[config.mk]
export PLATFORM = sky130hd
export DESIGN_NAME = timer0_counter
export DESIGN_NICKNAME = d
export VERILOG_FILES = /design/src/verilog/timer0_counter.v /design/src/verilog/timer0_prescaler.v
export VERILOG_INCLUDE_DIRS = /design/src /design/src/verilog
export SDC_FILE = /design/constraint.sdc
export NUM_CORES = 1
export LEC_CHECK = 0
export BUFFER_PORTS_ARGS = -buffer_cell sky130_fd_sc_hd__buf_2
export CORE_MARGIN = 1.5
export CORE_UTILIZATION = 32
export CTS_BUF_LIST = sky130_fd_sc_hd__clkbuf_8
export CTS_CLUSTER_DIAMETER = 80
export DETAILED_ROUTE_END_ITERATION = 16
export HOLD_SLACK_MARGIN = 0.03
export PLACE_DENSITY_LB_ADDON = 0.25
export SYNTH_ARGS = -nofsm -noshare
export SYNTH_HDL_FRONTEND = slang
export SYNTH_SLANG_ARGS = --single-unit
[constraint.sdc]
create_clock -name clk -period 1.6 [get_ports clk]
set_input_delay 0.08 -clock clk [delete_from_list [all_inputs] [get_ports clk]]
set_output_delay 0.08 -clock clk [all_outputs]
set_load 0.02 [all_outputs]
[src/verilog/timer0_regs.vh]
/*
 timer0 register map, field positions, reset values and prescaler taps.
 assumes avalon-mm word addressing with one 32-bit word per register.
*/
`ifndef TIMER0_REGS_VH
`define TIMER0_REGS_VH
// ----------------------------------------
// offsets (word address)
// ----------------------------------------
`define T0_ADDR_CONTROL 2'h0
`define T0_ADDR_COUNT 2'h1
`define T0_ADDR_FLAGS 2'h2
`define T0_ADDR_MASK 2'h3
// ----------------------------------------
// fields
// ----------------------------------------
`define T0_CS_LSB 0
`define T0_CS_MSB 2
`define T0_PSR_BIT 3
`define T0_OVF_BIT 0
// ----------------------------------------
// clock select codes
// ----------------------------------------
`define T0_CS_STOP 3'h0
`define T0_CS_CLK 3'h1
`define T0_CS_DIV8 3'h2
`define T0_CS_DIV64 3'h3
`define T0_CS_DIV256 3'h4
`define T0_CS_DIV1024 3'h5
`define T0_CS_EXT_FALL 3'h6
`define T0_CS_EXT_RISE 3'h7
// ----------------------------------------
// prescaler tap bits (divide by 2^(n+1))
// ----------------------------------------
`define T0_TAP8 2
`define T0_TAP64 5
`define T0_TAP256 7
`define T0_TAP1024 9
`define T0_PRESCALE_W 10
// ----------------------------------------
// reset values
// ----------------------------------------
`define T0_RST_CS 3'h0
`define T0_RST_COUNT 8'h00
`define T0_RST_PRESCALE 10'h000
`endif
[src/verilog/timer0_counter.v]
/*
 timer0: 8-bit up counter with prescaler, external count pin and
 overflow interrupt, reached over an avalon-mm slave.
 assumes one 50 mhz clock; count pin is asynchronous to it.
*/
// The register offsets and the Avalon-MM slave port were chosen for this implementation.
`include "timer0_regs.vh"
`default_nettype none
// Summary of operation
// - prescaler gives clock/8, /64, /256, /1024
// - select codes 0..5: stop, clk, divided taps
// - code 6 falling, 7 rising pin edges
// - divided taps come from system clock
// - writing one to bit 3 resets prescaler
// - prescaler reset bit clears itself
// - writing zero ignored, bit reads zero
// - control bits 7..4 read zero
// - pin synchronised, sampled on rising clock
// - 8-bit count up, read and write
// - after write, count resumes from written value
// - overflow flag and mask in separate registers
module timer0_counter #(
   parameter COUNT_W = 8
) (
   input wire clk,
   input wire rst_b,
   input wire [1:0] avs_address,
   input wire avs_read,
   input wire avs_write,
   input wire [31:0] avs_writedata,
   input wire [3:0] avs_byteenable,
   output reg [31:0] avs_readdata,
   output wire avs_waitrequest,
   input wire external_count_pin,
   output wire irq
);
   // ----------------------------------------
   // reset synchroniser
   // ----------------------------------------
   reg rst_meta_q;
   reg rst_q_b;

   always @(posedge clk or negedge rst_b) begin
      if (!rst_b) begin
         rst_meta_q <= 1'b0;
         rst_q_b <= 1'b0;
      end else begin
         rst_meta_q <= 1'b1;
         rst_q_b <= rst_meta_q;
      end
   end

   // ----------------------------------------
   // state
   // ----------------------------------------
   reg [2:0] clock_select_q;
   reg [COUNT_W-1:0] timer0_count_q;
   reg overflow_flag_q;
   reg overflow_mask_q;
   reg pin_meta_q;
   reg pin_sync_q;
   reg pin_prev_q;
   reg prescaler_reset_bit_q;
   reg ack_q;
   wire tick_8;
   wire tick_64;
   wire tick_256;
   wire tick_1024;

   function [7:0] read_mux;
      input [1:0] addr;
      input [2:0] cs;
      input [COUNT_W-1:0] cnt;
      input flag;
      input mask;
      begin
         case (addr)
            // psr and bits 7..4 always read back as zero
            `T0_ADDR_CONTROL: read_mux = {5'h00, cs};
            `T0_ADDR_COUNT: read_mux = cnt;
            `T0_ADDR_FLAGS: read_mux = {7'h00, flag};
            `T0_ADDR_MASK: read_mux = {7'h00, mask};
            default: read_mux = 8'h00;
         endcase
      end
   endfunction

   // ----------------------------------------
   // avalon slave
   // ----------------------------------------
   // one wait state: request taken on the edge where ack_q is high
   assign avs_waitrequest = (avs_read | avs_write) & ~ack_q;
   wire wr_take = avs_write & ack_q & avs_byteenable[0];
   wire rd_take = avs_read & ack_q;
   wire wr_control = wr_take & (avs_address == `T0_ADDR_CONTROL);
   wire wr_count = wr_take & (avs_address == `T0_ADDR_COUNT);
   wire wr_mask = wr_take & (avs_address == `T0_ADDR_MASK);
   wire rd_flags = rd_take & (avs_address == `T0_ADDR_FLAGS);

   always @(posedge clk or negedge rst_q_b) begin
      if (!rst_q_b) begin
         ack_q <= 1'b0;
         avs_readdata <= 32'h0000_0000;
      end else begin
         ack_q <= (avs_read | avs_write) & ~ack_q;
         if (avs_read & ~ack_q) begin
            avs_readdata <= {24'h00_0000, read_mux(avs_address, clock_select_q, timer0_count_q,
                                                   overflow_flag_q, overflow_mask_q)};
         end
      end
   end

   // ----------------------------------------
   // control and mask registers
   // ----------------------------------------
   always @(posedge clk or negedge rst_q_b) begin
      if (!rst_q_b) begin
         clock_select_q <= `T0_RST_CS;
         prescaler_reset_bit_q <= 1'b0;
         overflow_mask_q <= 1'b0;
      end else begin
         if (wr_control) begin
            clock_select_q <= avs_writedata[`T0_CS_MSB:`T0_CS_LSB];
         end
         // a written one pulses for one cycle; a zero does nothing
         prescaler_reset_bit_q <= wr_control & avs_writedata[`T0_PSR_BIT];
         if (wr_mask) begin
            overflow_mask_q <= avs_writedata[`T0_OVF_BIT];
         end
      end
   end

   timer0_prescaler #(
      .WIDTH(`T0_PRESCALE_W)
   ) u_prescaler (
      .clk(clk),
      .rst_q_b(rst_q_b),
      .clear(prescaler_reset_bit_q),
      .tick_8(tick_8),
      .tick_64(tick_64),
      .tick_256(tick_256),
      .tick_1024(tick_1024)
   );

   // ----------------------------------------
   // external pin sync and edge detect
   // ----------------------------------------
   // pulses shorter than a clock period may be missed
   always @(posedge clk or negedge rst_q_b) begin
      if (!rst_q_b) begin
         pin_meta_q <= 1'b0;
         pin_sync_q <= 1'b0;
         pin_prev_q <= 1'b0;
      end else begin
         pin_meta_q <= external_count_pin;
         pin_sync_q <= pin_meta_q;
         pin_prev_q <= pin_sync_q;
      end
   end

   wire pin_fall = pin_prev_q & ~pin_sync_q;
   wire pin_rise = ~pin_prev_q & pin_sync_q;

   // ----------------------------------------
   // count source select
   // ----------------------------------------
   reg count_en;

   always @* begin
      case (clock_select_q)
         `T0_CS_STOP: count_en = 1'b0;
         `T0_CS_CLK: count_en = 1'b1;
         `T0_CS_DIV8: count_en = tick_8;
         `T0_CS_DIV64: count_en = tick_64;
         `T0_CS_DIV256: count_en = tick_256;
         `T0_CS_DIV1024: count_en = tick_1024;
         `T0_CS_EXT_FALL: count_en = pin_fall;
         `T0_CS_EXT_RISE: count_en = pin_rise;
         default: count_en = 1'b0;
      endcase
   end

   // ----------------------------------------
   // counter and overflow
   // ----------------------------------------
   wire wrap = count_en & (&timer0_count_q) & ~wr_count;

   always @(posedge clk or negedge rst_q_b) begin
      if (!rst_q_b) begin
         timer0_count_q <= `T0_RST_COUNT;
      end else if (wr_count) begin
         // write wins; counting resumes from it on the next tick
         timer0_count_q <= avs_writedata[COUNT_W-1:0];
      end else if (count_en) begin
         timer0_count_q <= timer0_count_q + {{(COUNT_W-1){1'b0}}, 1'b1};
      end
   end

   // set beats the clear-on-read in the same cycle
   always @(posedge clk or negedge rst_q_b) begin
      if (!rst_q_b) begin
         overflow_flag_q <= 1'b0;
      end else if (wrap) begin
         overflow_flag_q <= 1'b1;
      end else if (rd_flags) begin
         overflow_flag_q <= 1'b0;
      end
   end

   assign irq = overflow_flag_q & overflow_mask_q;
endmodule
`default_nettype wire

[src/verilog/timer0_prescaler.v]
/*
 free running prescaler for timer0 giving one-cycle tick pulses at
 clk/8, /64, /256 and /1024.
 assumes clk is the system clock and rst_q_b a synchronised reset.
*/
`include "timer0_regs.vh"
`default_nettype none
module timer0_prescaler #(
   parameter WIDTH = `T0_PRESCALE_W
) (
   input wire clk,
   input wire rst_q_b,
   input wire clear,
   output wire tick_8,
   output wire tick_64,
   output wire tick_256,
   output wire tick_1024
);
   reg [WIDTH-1:0] count_q;
   wire [WIDTH-1:0] count_d;

   // ----------------------------------------
   // divider chain
   // ----------------------------------------
   // taps come straight off the system clock count, no second clock
   assign count_d = clear ? `T0_RST_PRESCALE : count_q + {{(WIDTH-1){1'b0}}, 1'b1};

   always @(posedge clk or negedge rst_q_b) begin
      if (!rst_q_b) begin
         count_q <= `T0_RST_PRESCALE;
      end else begin
         count_q <= count_d;
      end
   end

   // tick when all lower bits are ones, i.e. last cycle of each period;
   // held off while clearing, or a stale phase would leak one extra count
   assign tick_8 = ~clear & (&count_q[`T0_TAP8:0]);
   assign tick_64 = ~clear & (&count_q[`T0_TAP64:0]);
   assign tick_256 = ~clear & (&count_q[`T0_TAP256:0]);
   assign tick_1024 = ~clear & (&count_q[`T0_TAP1024:0]);
endmodule
`default_nettype wire

==> metrics, run 1 <==
status finished with violations; violated checks negative setup slack; Hold Path Stages 3; pwr/cell area 1490 nW/um^2; post-route setup TNS -2.41 ns; Critical path buffers and inverters 2; P_sw 1.39 mW; minimum clock period after layout roughly 2 ns; Remaining Overflow, GRT 0; Setup violations, final 9; r2r startpoint prescaler_reset_bit_q; Worst-Skew Late Latency about 0.29 ns; Worst setup endpoint timer0_count_q[6]; maxcap violations 0; Clock Path Buffers 2; Fin Hold WS 0.0553 ns; worst setup margin -0.364 ns; ys async rst share 100%; CP Depth 7; DRT iter0 DRCs 52; Die X between 80 and 90 um; CTS clk-pin slew, worst paths ~0.07 ns; Static Leak 1.23 nW; Yosys top cell by area dfrtp_1; largest net degree at the start of global routing 19; final WL 4090 um; DR WL/cell about 12 um; Clk pwr share 17.3%; Die Area 6670 um^2; vias per cell 4.54; Initial Util 33.2%; Top delay family on crit path simple AND/OR/NAND/NOR gates; antenna-violating nets left 0; Layout Cells excl Fill 337; ANT cells 0; FMAX 509 MHz; combinational cell fraction of total power 44.0%; TritonCTS clock tree built; Pwr Total roughly 4 mW; area delta synth->final 32.1%; fill count 591; Fin Clk Skew ~0.0047 ns; Max Fanout on Critical Path 6; Nets 307; Final period util 123%; H-tree depth 2; post-route cell area 2620 um^2; reg-to-reg slack, setup -0.36 ns; DR vias 1530; critical path endpoint category register; Int Pwr 2.50 mW; io pins 77; crit path max-delay cell type or4_4; crit-path cells buf_4, buf_4, nand2_1, a21oi_2, or4_4, or4_4, nand4_1; ranking of synthesized cells by area dfrtp_1, buf_4, nand2_1; EDFF count, synth 0; CP peak stage delay between 0.4 and 0.5 ns; part of the Yosys area used for sequential elements 48.0%; synth warn 0; Max rail drop VDD slightly above 500 uV; antenna violations before repair 0; post-placement cell area 2320 um^2; Yosys reg bits 38; drt first pass iters 4; R2R depth 7; post-synthesis cell area 1980 um^2; vias in the first global route 1514; global-route wire length before repair between 6000 and 7000 um; proportion of layout cells with a drive suffix above 1 a little over a third; pre-CTS WS -0.454 ns; Synth cell types 42; row count 28; post-layout util between 40% and 50%; Critical R2R Capture timer0_count_q[6]; GRT Overall Usage 13.5%; Setup crit start prescaler_reset_bit_q; sequential power share 38.7%; CTS Buf Count 5; Chip Height about 82 um; Primary FF master, synth dfrtp_1; Crit Path Category register to register; RSZ-0062 raised after global routing true; top cell type's share of synthesized area 48.0%; PortBufs 25; clock root buffer clkbuf_8; Num Clock Sinks 38; WP data required 1.83 ns; DRC viols 0; sw frac a little over a third; Core ar. 5960 um^2; Hold Crit Class input pin to register; Inst Count DP around 320; final max-slew violation count 0; Mapped Cells 194; Hold Fails Final Rpt 0; Arrival @ worst endpoint 2.19 ns; crit start category register; syn_area_per_cell 10.2 um^2; dpl hpwl 3090 um; routability cong. around 0.73
## tightest hold or removal path: stages
cell and delay (ns):
buf_2 0.11, nand2_1 0.05, o21ai_1 0.07
## registers in the layout, summed over array words and instances (netlist names)
register / flops
overflow_flag_q: 1
rst_meta_q: 1
rst_q_b: 1
timer0_count_q: 8
pin_sync_q: 1
pin_prev_q: 1
ack_q: 1
u_prescaler.count_q: 10
pin_meta_q: 1
overflow_mask_q: 1
clock_select_q: 3
avs_readdata: 8
prescaler_reset_bit_q: 1
## logic make-up (layout without fill, tap and decap cells)
| group | after synthesis | count (layout) | synth area share, % |
|---|---|---|---|
| and+or+nand+nor | 77 | 77 | 19.0 |
| DFF | 38 | 38 | 48.0 |
| buffers and inverters | 31 | 76 | 11.3 |
| AOI/OAI and AO/OA | 22 | 22 | 8.60 |
| xor gates and xnor gates | 12 | 12 | 5.31 |
| muxes | 9 | 9 | 5.50 |
| adders and majority gates | 3 | 3 | 1.90 |
| other | 2 | 25 | 0.379 |
## layer usage
layer	GRT usage (%)	wire length (um)
met2	21.6	1830
met5	0	0
met1	18.2	2010
met4	5.25	65
met3	2.22	182
## layout by cell type, fill, tap and decap left out, types with 4 or more instances in the layout
cell type	Yosys	routed
a22o_1	5	5
buf_2	1	25
buf_4	24	31
buf_6	1	4
clkbuf_8	0	6
conb_1	2	25
dfrtp_1	38	38
dlygate4sd3_1	0	7
mux2_2	5	5
nand2_1	22	21
nand3_1	12	12
nor2_1	20	17
o21ai_1	0	5
xnor2_1	8	8
xor2_1	4	4
## final cells by class
class	instances	area (um^2)	share of cell area (%)
Multi-Input combinational cell	148	1000	38.3
Tap cell	75	93.8	3.59
Inverter	1	3.75	0.144
Clock inverter	2	8.76	0.335
Clock buffer	6	82.6	3.16
Sequential cell	38	951	36.4
Timing Repair Buffer	67	473	18.1
## power by group through the flow
| stage | registers [mW] | clock network, mW | logic [mW] |
|---|---|---|---|
| 6_report | 1.50 | 0.674 | 1.71 |
| 5_1_grt | 1.55 | 0.739 | 1.90 |
| 4_1_cts | 1.49 | 0.703 | 1.64 |
| 3_5_place_dp | 1.50 | 0 | 1.47 |
| 3_3_place_gp | 1.49 | 0 | 1.44 |
| 2_1_floorplan | 1.56 | 0 | 0.842 |
## timing repair
action,4_1_cts,5_1_grt
pin swaps,8,8
endpoints found under the hold margin,9,0
hold buffers,7,0
endpoints found under the setup margin,9,10
gates resized for setup,15,10
buffers inserted,3,2
## synthesized netlist by cell type, types with 2 or more instances
cell type / n
a22o_1: 5
o31ai_1: 3
o21ai_0: 5
nor2_1: 20
conb_1: 2
nand3_1: 12
dfrtp_1: 38
nand4b_1: 2
nor2b_1: 2
clkbuf_1: 3
mux2_2: 5
buf_4: 24
ha_1: 3
xor2_1: 4
and3_1: 3
mux2i_1: 3
nand2_1: 22
a21oi_1: 2
xnor2_1: 8
nor3_1: 6
## worst min path at each step
stage	start	endpoint	slack [ns]
2_1_floorplan	rst_b	rst_meta_q	-0.22
3_3_place_gp	rst_b	rst_meta_q	-0.13
3_5_place_dp	rst_b	rst_meta_q	-0.13
4_1_cts	avs_writedata[0]	timer0_count_q[0]	0.04
5_1_grt	avs_writedata[1]	clock_select_q[1]	0.06
6_report	avs_writedata[0]	timer0_count_q[0]	0.06
No activity file was read; power rests on OpenSTA's default activity.
==> run 2, diff against run 1 <==
==> constraint.sdc (replaced) <==
create_clock -name clk -period 2.06 [get_ports clk]
set_input_delay 0.103 -clock clk [delete_from_list [all_inputs] [get_ports clk]]
set_output_delay 0.103 -clock clk [all_outputs]
set_load 0.02 [all_outputs]
==> run 2 against run 1 <==
Effect of this change:
- the run now ends clean
- fmax is 4.0% lower
- worst hold slack lost 0.015 ns
- combinational power is 45% lower
- critical path depth stayed put
- routed wire length shrank 11%
- clock skew is essentially flat
- register-to-register slack gained 0.38 ns
- clock-buffer cell count unchanged
- critical path type unchanged
- largest cell class is now registers
==> metrics, run 2 (synthesized netlist as in run 1, its figures left out) <==
ANT cells 0; H-tree depth 2; Crit Path Category register to register; Arrival @ worst endpoint 2.26 ns; Worst Max-Slew Pin Slew 0.589 ns; RSZ-0062 raised after global routing true; combinational cell fraction of total power 35.9%; Nets 286; most frequent cells in the layout dfrtp_1, conb_1, buf_2, nand2_1, nor2_1; Clk pwr share 18.8%; Layout Cells excl Fill ~310; antenna violations before repair 0; CTS clk-pin slew, worst paths 0.07 ns; Final period util 99.3%; DR WL/cell 11.6 um; Chip Height about 82 um; Die X 81.7 um; area delta synth->final 17.9%; Core ar. 5960 um^2; Top Registers u_prescaler.count_q (10), avs_readdata (8), timer0_count_q (8); largest net degree at the start of global routing 35; antenna-violating nets left 0; maxcap violations 0; final max-slew violation count 0; Num Clock Sinks 38; multi-input logic area around 910 um^2; Hold Crit Class register to async pin; vias per cell 4.46; TritonCTS clock tree built; Max Fanout on Critical Path 3; sequential power share 45.3%; register area between 900 and 1000 um^2; CP peak stage delay between 0.4 and 0.5 ns; drt first pass iters 4; crit path max-delay cell type or4_4; max reg flops 10; DR vias 1402; Static Leak 1.10 nW; critical path endpoint category register; clock root buffer clkbuf_8; Hold Fails Final Rpt 0; CTS Buf Count 5; top register by number of flip-flops u_prescaler.count_q; io pins between 70 and 80; P_sw 0.918 mW; proportion of layout cells with a drive suffix above 1 26.8%; Pwr Total 2.64 mW; routability cong. 0.787; GRT Overall Usage 12.1%; Max rail drop VDD 345 uV; vias in the first global route 1300; Worst-Skew Late Latency 0.28 ns; Fin Clk Skew 0.00487 ns; crit start category register; dpl hpwl 2760 um; crit-path cells ha_2, ha_4, a21o_2, a21oi_1, or4_4, or4_1, nand4_1; Worst slew margin 60.4%; Die Area 6670 um^2; post-layout util 39.2%; Int Pwr 1.72 mW; FMAX about 500 MHz; commonest non-fill, non-tap cell in the layout dfrtp_1; final WL about 3700 um; PortBufs 25; status finished clean; sw frac 34.8%; DRC viols 0; global-route wire length before repair 6100 um; row count 28; Clock Path Buffers 2; Inst Count DP 302; Initial Util 33.2%; DRT iter0 DRCs 53; WP data required between 2 and 2.5 ns; pwr/cell area 1130 nW/um^2; minimum clock period after layout 2.05 ns; fill count 608; Remaining Overflow, GRT 0; Setup violations, final 0
[run 2: changes by cell type in the layout (fill, tap and decap cells not counted), moves of 2 or more]
cell	previous run	this run
buf_6	4	0
nor3_1	2	6
nor3_2	2	0
o21ai_1	5	0
o21ai_0	0	5
nor2_2	3	0
dlygate4sd3_1	7	5
nor2_1	17	20
buf_4	31	16
nor3_4	2	0
[run 2: final cells by class]
type                    instances  share of cell area (%)
flip-flops and latches         38                    40.8
inverters                       1                   0.161
multi-input cells             148                    38.8
repair buffers                 46                    12.7
well taps                      75                    4.02
clock buffers                   6                    3.54
[run 2: repair_timing]
| action | CTS | global route |
|---|---|---|
| setup buffers | 1 | 0 |
| pin swaps | 1 | 0 |
| cloned | 0 | 0 |
| hold buffers | 5 | 0 |
| setup endpoints to repair | 1 | 4 |
| endpoints found under the hold margin | 6 | 0 |
| gates resized for setup | 3 | 0 |
[run 2: per-layer routing]
metal	track usage [%]	wire length [um]	up-vias
met5	0	0	-
met4	4.58	60	0
met3	3.44	205	7
met2	18.0	1620	43
met1	16.5	1770	645
li1	-	-	707
[run 2: critical path: cells and delay by family, from the launching register on]
family	cells	cell delay, ns
flops	1	0.36
simple gates	3	1.06
fa+ha+maj	2	0.36
compound gates	2	0.19
[run 2: stage by stage]
stage	TNS [ns]	setup slack, ns	hold WS [ns]	area [um^2]
floorplan	0	0.0125	-0.193	2070
global placement	-0.0244	-0.0244	-0.110	2180
detailed placement	-0.00977	-0.00977	-0.111	2180
CTS	0	0.00466	0.0354	2330
global route	-0.192	-0.0887	0.0389	2330
finish	0	0.0136	0.0406	2330
[run 2: worst paths after layout]
check	end	cells after the start	start	slack (ns)
worst max-delay path	timer0_count_q[6]	7	u_prescaler.count_q[1]	0.01
worst min-delay path	pin_meta_q	0	rst_q_b	0.04
worst max register to register	timer0_count_q[6]	7	u_prescaler.count_q[1]	0.01
worst min register to register	pin_meta_q	0	rst_q_b	0.04
max in group asynchronous	clock_select_q[1]	1	rst_q_b	1.38
min in group clk	timer0_count_q[3]	3	avs_writedata[3]	0.04
[run 2: power by group through the flow]
stage | logic [mW] | clock network (mW) | registers (mW)
finish | 0.949 | 0.496 | 1.20
global route | 1.08 | 0.549 | 1.23
CTS | 0.960 | 0.521 | 1.20
detailed placement | 0.921 | 0 | 1.20
global placement | 0.903 | 0 | 1.20
floorplan | 0.631 | 0 | 1.21
==> run 3, diff against run 2 <==
--- a/config.mk
+++ b/config.mk
@@ -7,13 +7,15 @@
 export NUM_CORES = 1
 export LEC_CHECK = 0
 export BUFFER_PORTS_ARGS = -buffer_cell sky130_fd_sc_hd__buf_2
+export CELL_PAD_IN_SITES_DETAIL_PLACEMENT = 0
+export CELL_PAD_IN_SITES_GLOBAL_PLACEMENT = 1
 export CORE_MARGIN = 1.5
 export CORE_UTILIZATION = 32
 export CTS_BUF_LIST = sky130_fd_sc_hd__clkbuf_8
 export CTS_CLUSTER_DIAMETER = 80
 export DETAILED_ROUTE_END_ITERATION = 16
 export HOLD_SLACK_MARGIN = 0.03
-export PLACE_DENSITY_LB_ADDON = 0.25
+export PLACE_DENSITY = 0.75
 export SYNTH_ARGS = -nofsm -noshare
 export SYNTH_HDL_FRONTEND = slang
 export SYNTH_SLANG_ARGS = --single-unit
==> run 3 against run 2 <==
Effect of this change:
- utilization increased by 0.10 points
- register-to-register slack about the same
- highest routed layer unchanged
- critical path type unchanged
- setup slack improved by 0.0090 ns
==> metrics, run 3 (synthesized netlist as in run 1, its figures left out) <==
post-route cell area 2340 um^2; routability cong. ~0.81; GRT Overall Usage a little under an eighth; proportion of layout cells with a drive suffix above 1 27.7%; met1 usage around 14%; status finished clean; met2 GRT Util 19.1%; fill count 602; Hold Fails Final Rpt 0; Core ar. 5960 um^2; row count 28; Num Clock Sinks 38; Max rail drop VDD 390 uV; global-route wire length before repair between 5000 and 6000 um; Chip Height 81.7 um; crit-path cells o41ai_2, nor2_1, or4_4, or4_1, nand4_1; register area 951 um^2; Die Area 6670 um^2; PortBufs 25; post-placement cell area roughly 2200 um^2; Max Fanout on Critical Path 7; TritonCTS clock tree built; post-layout util around two fifths; crit start category register; Nets 284; final max-slew violation count 0; DR vias 1431; Static Leak 1.09 nW; critical path endpoint category register; vias per cell between 4 and 5; Initial Util 33.2%; busiest grt layer met2; max reg flops 10; io pins 77; dpl hpwl 2670 um; CTS Buf Count 5; WP data required 2.29 ns; Die X 81.7 um; DRT iter0 DRCs 37; Top Registers u_prescaler.count_q (10), avs_readdata (8), timer0_count_q (8); Worst-Skew Late Latency 0.29 ns; DR WL/cell 11.7 um; DRC viols 0; reg-to-reg slack, setup 0.02 ns; RSZ-0062 raised after global routing true; drt first pass iters 5; maxcap violations 0; crit path max-delay cell type or4_4; Arrival @ worst endpoint ~2.3 ns; ANT cells 0; commonest non-fill, non-tap cell in the layout dfrtp_1; final WL around 3700 um; Clock Path Buffers 2; Fin Clk Skew 0.00706 ns; post-route setup TNS 0 ns; minimum clock period after layout 2.04 ns; CTS clk-pin slew, worst paths around 0.070 ns; Crit Path Category register to register; CP peak stage delay 0.53 ns; pwr/cell area 1130 nW/um^2; FMAX 491 MHz; multi-input logic area 935 um^2; Remaining Overflow, GRT 0; area delta synth->final 18.2%; H-tree depth 2; met3 Resource Use GR between 3 and 4%; most frequent cells in the layout dfrtp_1, conb_1, buf_2, nand2_1, nor2_1; antenna-violating nets left 0; clock root buffer clkbuf_8; largest net degree at the start of global routing 37; top register by number of flip-flops u_prescaler.count_q; antenna violations before repair 0; Hold Crit Class input pin to register; Final period util 98.9%; vias in the first global route 1385; Setup violations, final 0
run 3: cell type report:
| cell class | count | area share [%] |
|---|---|---|
| Clock buffer | 5 | 2.94 |
| Clock inverter | 2 | 0.428 |
| Inverter | 1 | 0.160 |
| Multi-Input combinational cell | 148 | 39.9 |
| Sequential cell | 38 | 40.6 |
| Tap cell | 75 | 4.01 |
| Timing Repair Buffer | 44 | 11.9 |
run 3: critical path: cells and delay by family, from the launching register on:
family | cells | cell delay, ns
AO/OA/AOI/OAI | 1 | 0.32
AND/OR/NAND/NOR | 4 | 1.21
flip-flops | 1 | 0.46
run 3: metrics by stage:
step | total power [mW] | std cells | setup WS, ns | hold WS, ns
after detailed placement | 2.10 | 301 | -0.00699 | -0.110
final | 2.64 | 313 | 0.0226 | 0.0406
after floorplan | 1.84 | 217 | 0.0125 | -0.193
after CTS | 2.62 | 313 | 0.00670 | 0.0385
after global placement | 2.07 | 301 | 0.000983 | -0.112
after global routing | 2.85 | 313 | -0.0343 | 0.0323
run 3: final timing paths:
check / endpoint / startpoint / cells past startpoint
setup / recovery: timer0_count_q[6] / clock_select_q[1] / 5
hold / removal: timer0_count_q[4] / avs_writedata[4] / 3
setup reg to reg: timer0_count_q[6] / clock_select_q[1] / 5
hold reg to reg: u_prescaler.count_q[9] / rst_q_b / 1
max in group asynchronous: clock_select_q[2] / rst_q_b / 1
min in group asynchronous: rst_meta_q / rst_b / 2
run 3: metal layers:
| layer | up-vias | part of all wire (%) |
|---|---|---|
| met3 | 5 | 5.9 |
| li1 | 700 | - |
| met5 | - | 0 |
| met1 | 684 | 46 |
| met4 | 0 | 1.7 |
| met2 | 42 | 46 |
run 3: power breakdown:
part           switching, mW  leakage, nW  internal (mW)
sequential             0.229        0.460          0.976
clock                  0.249       0.0438          0.227
combinational          0.473        0.590          0.486
run 3: what timing repair did:
item | in CTS | in global routing
hold endpoints to repair | 5 | 0
hold buffers | 4 | 0
resized for setup | 2 | 5
endpoints found under the setup margin | 1 | 3
pin swaps | 1 | 1
buffers inserted | 1 | 0
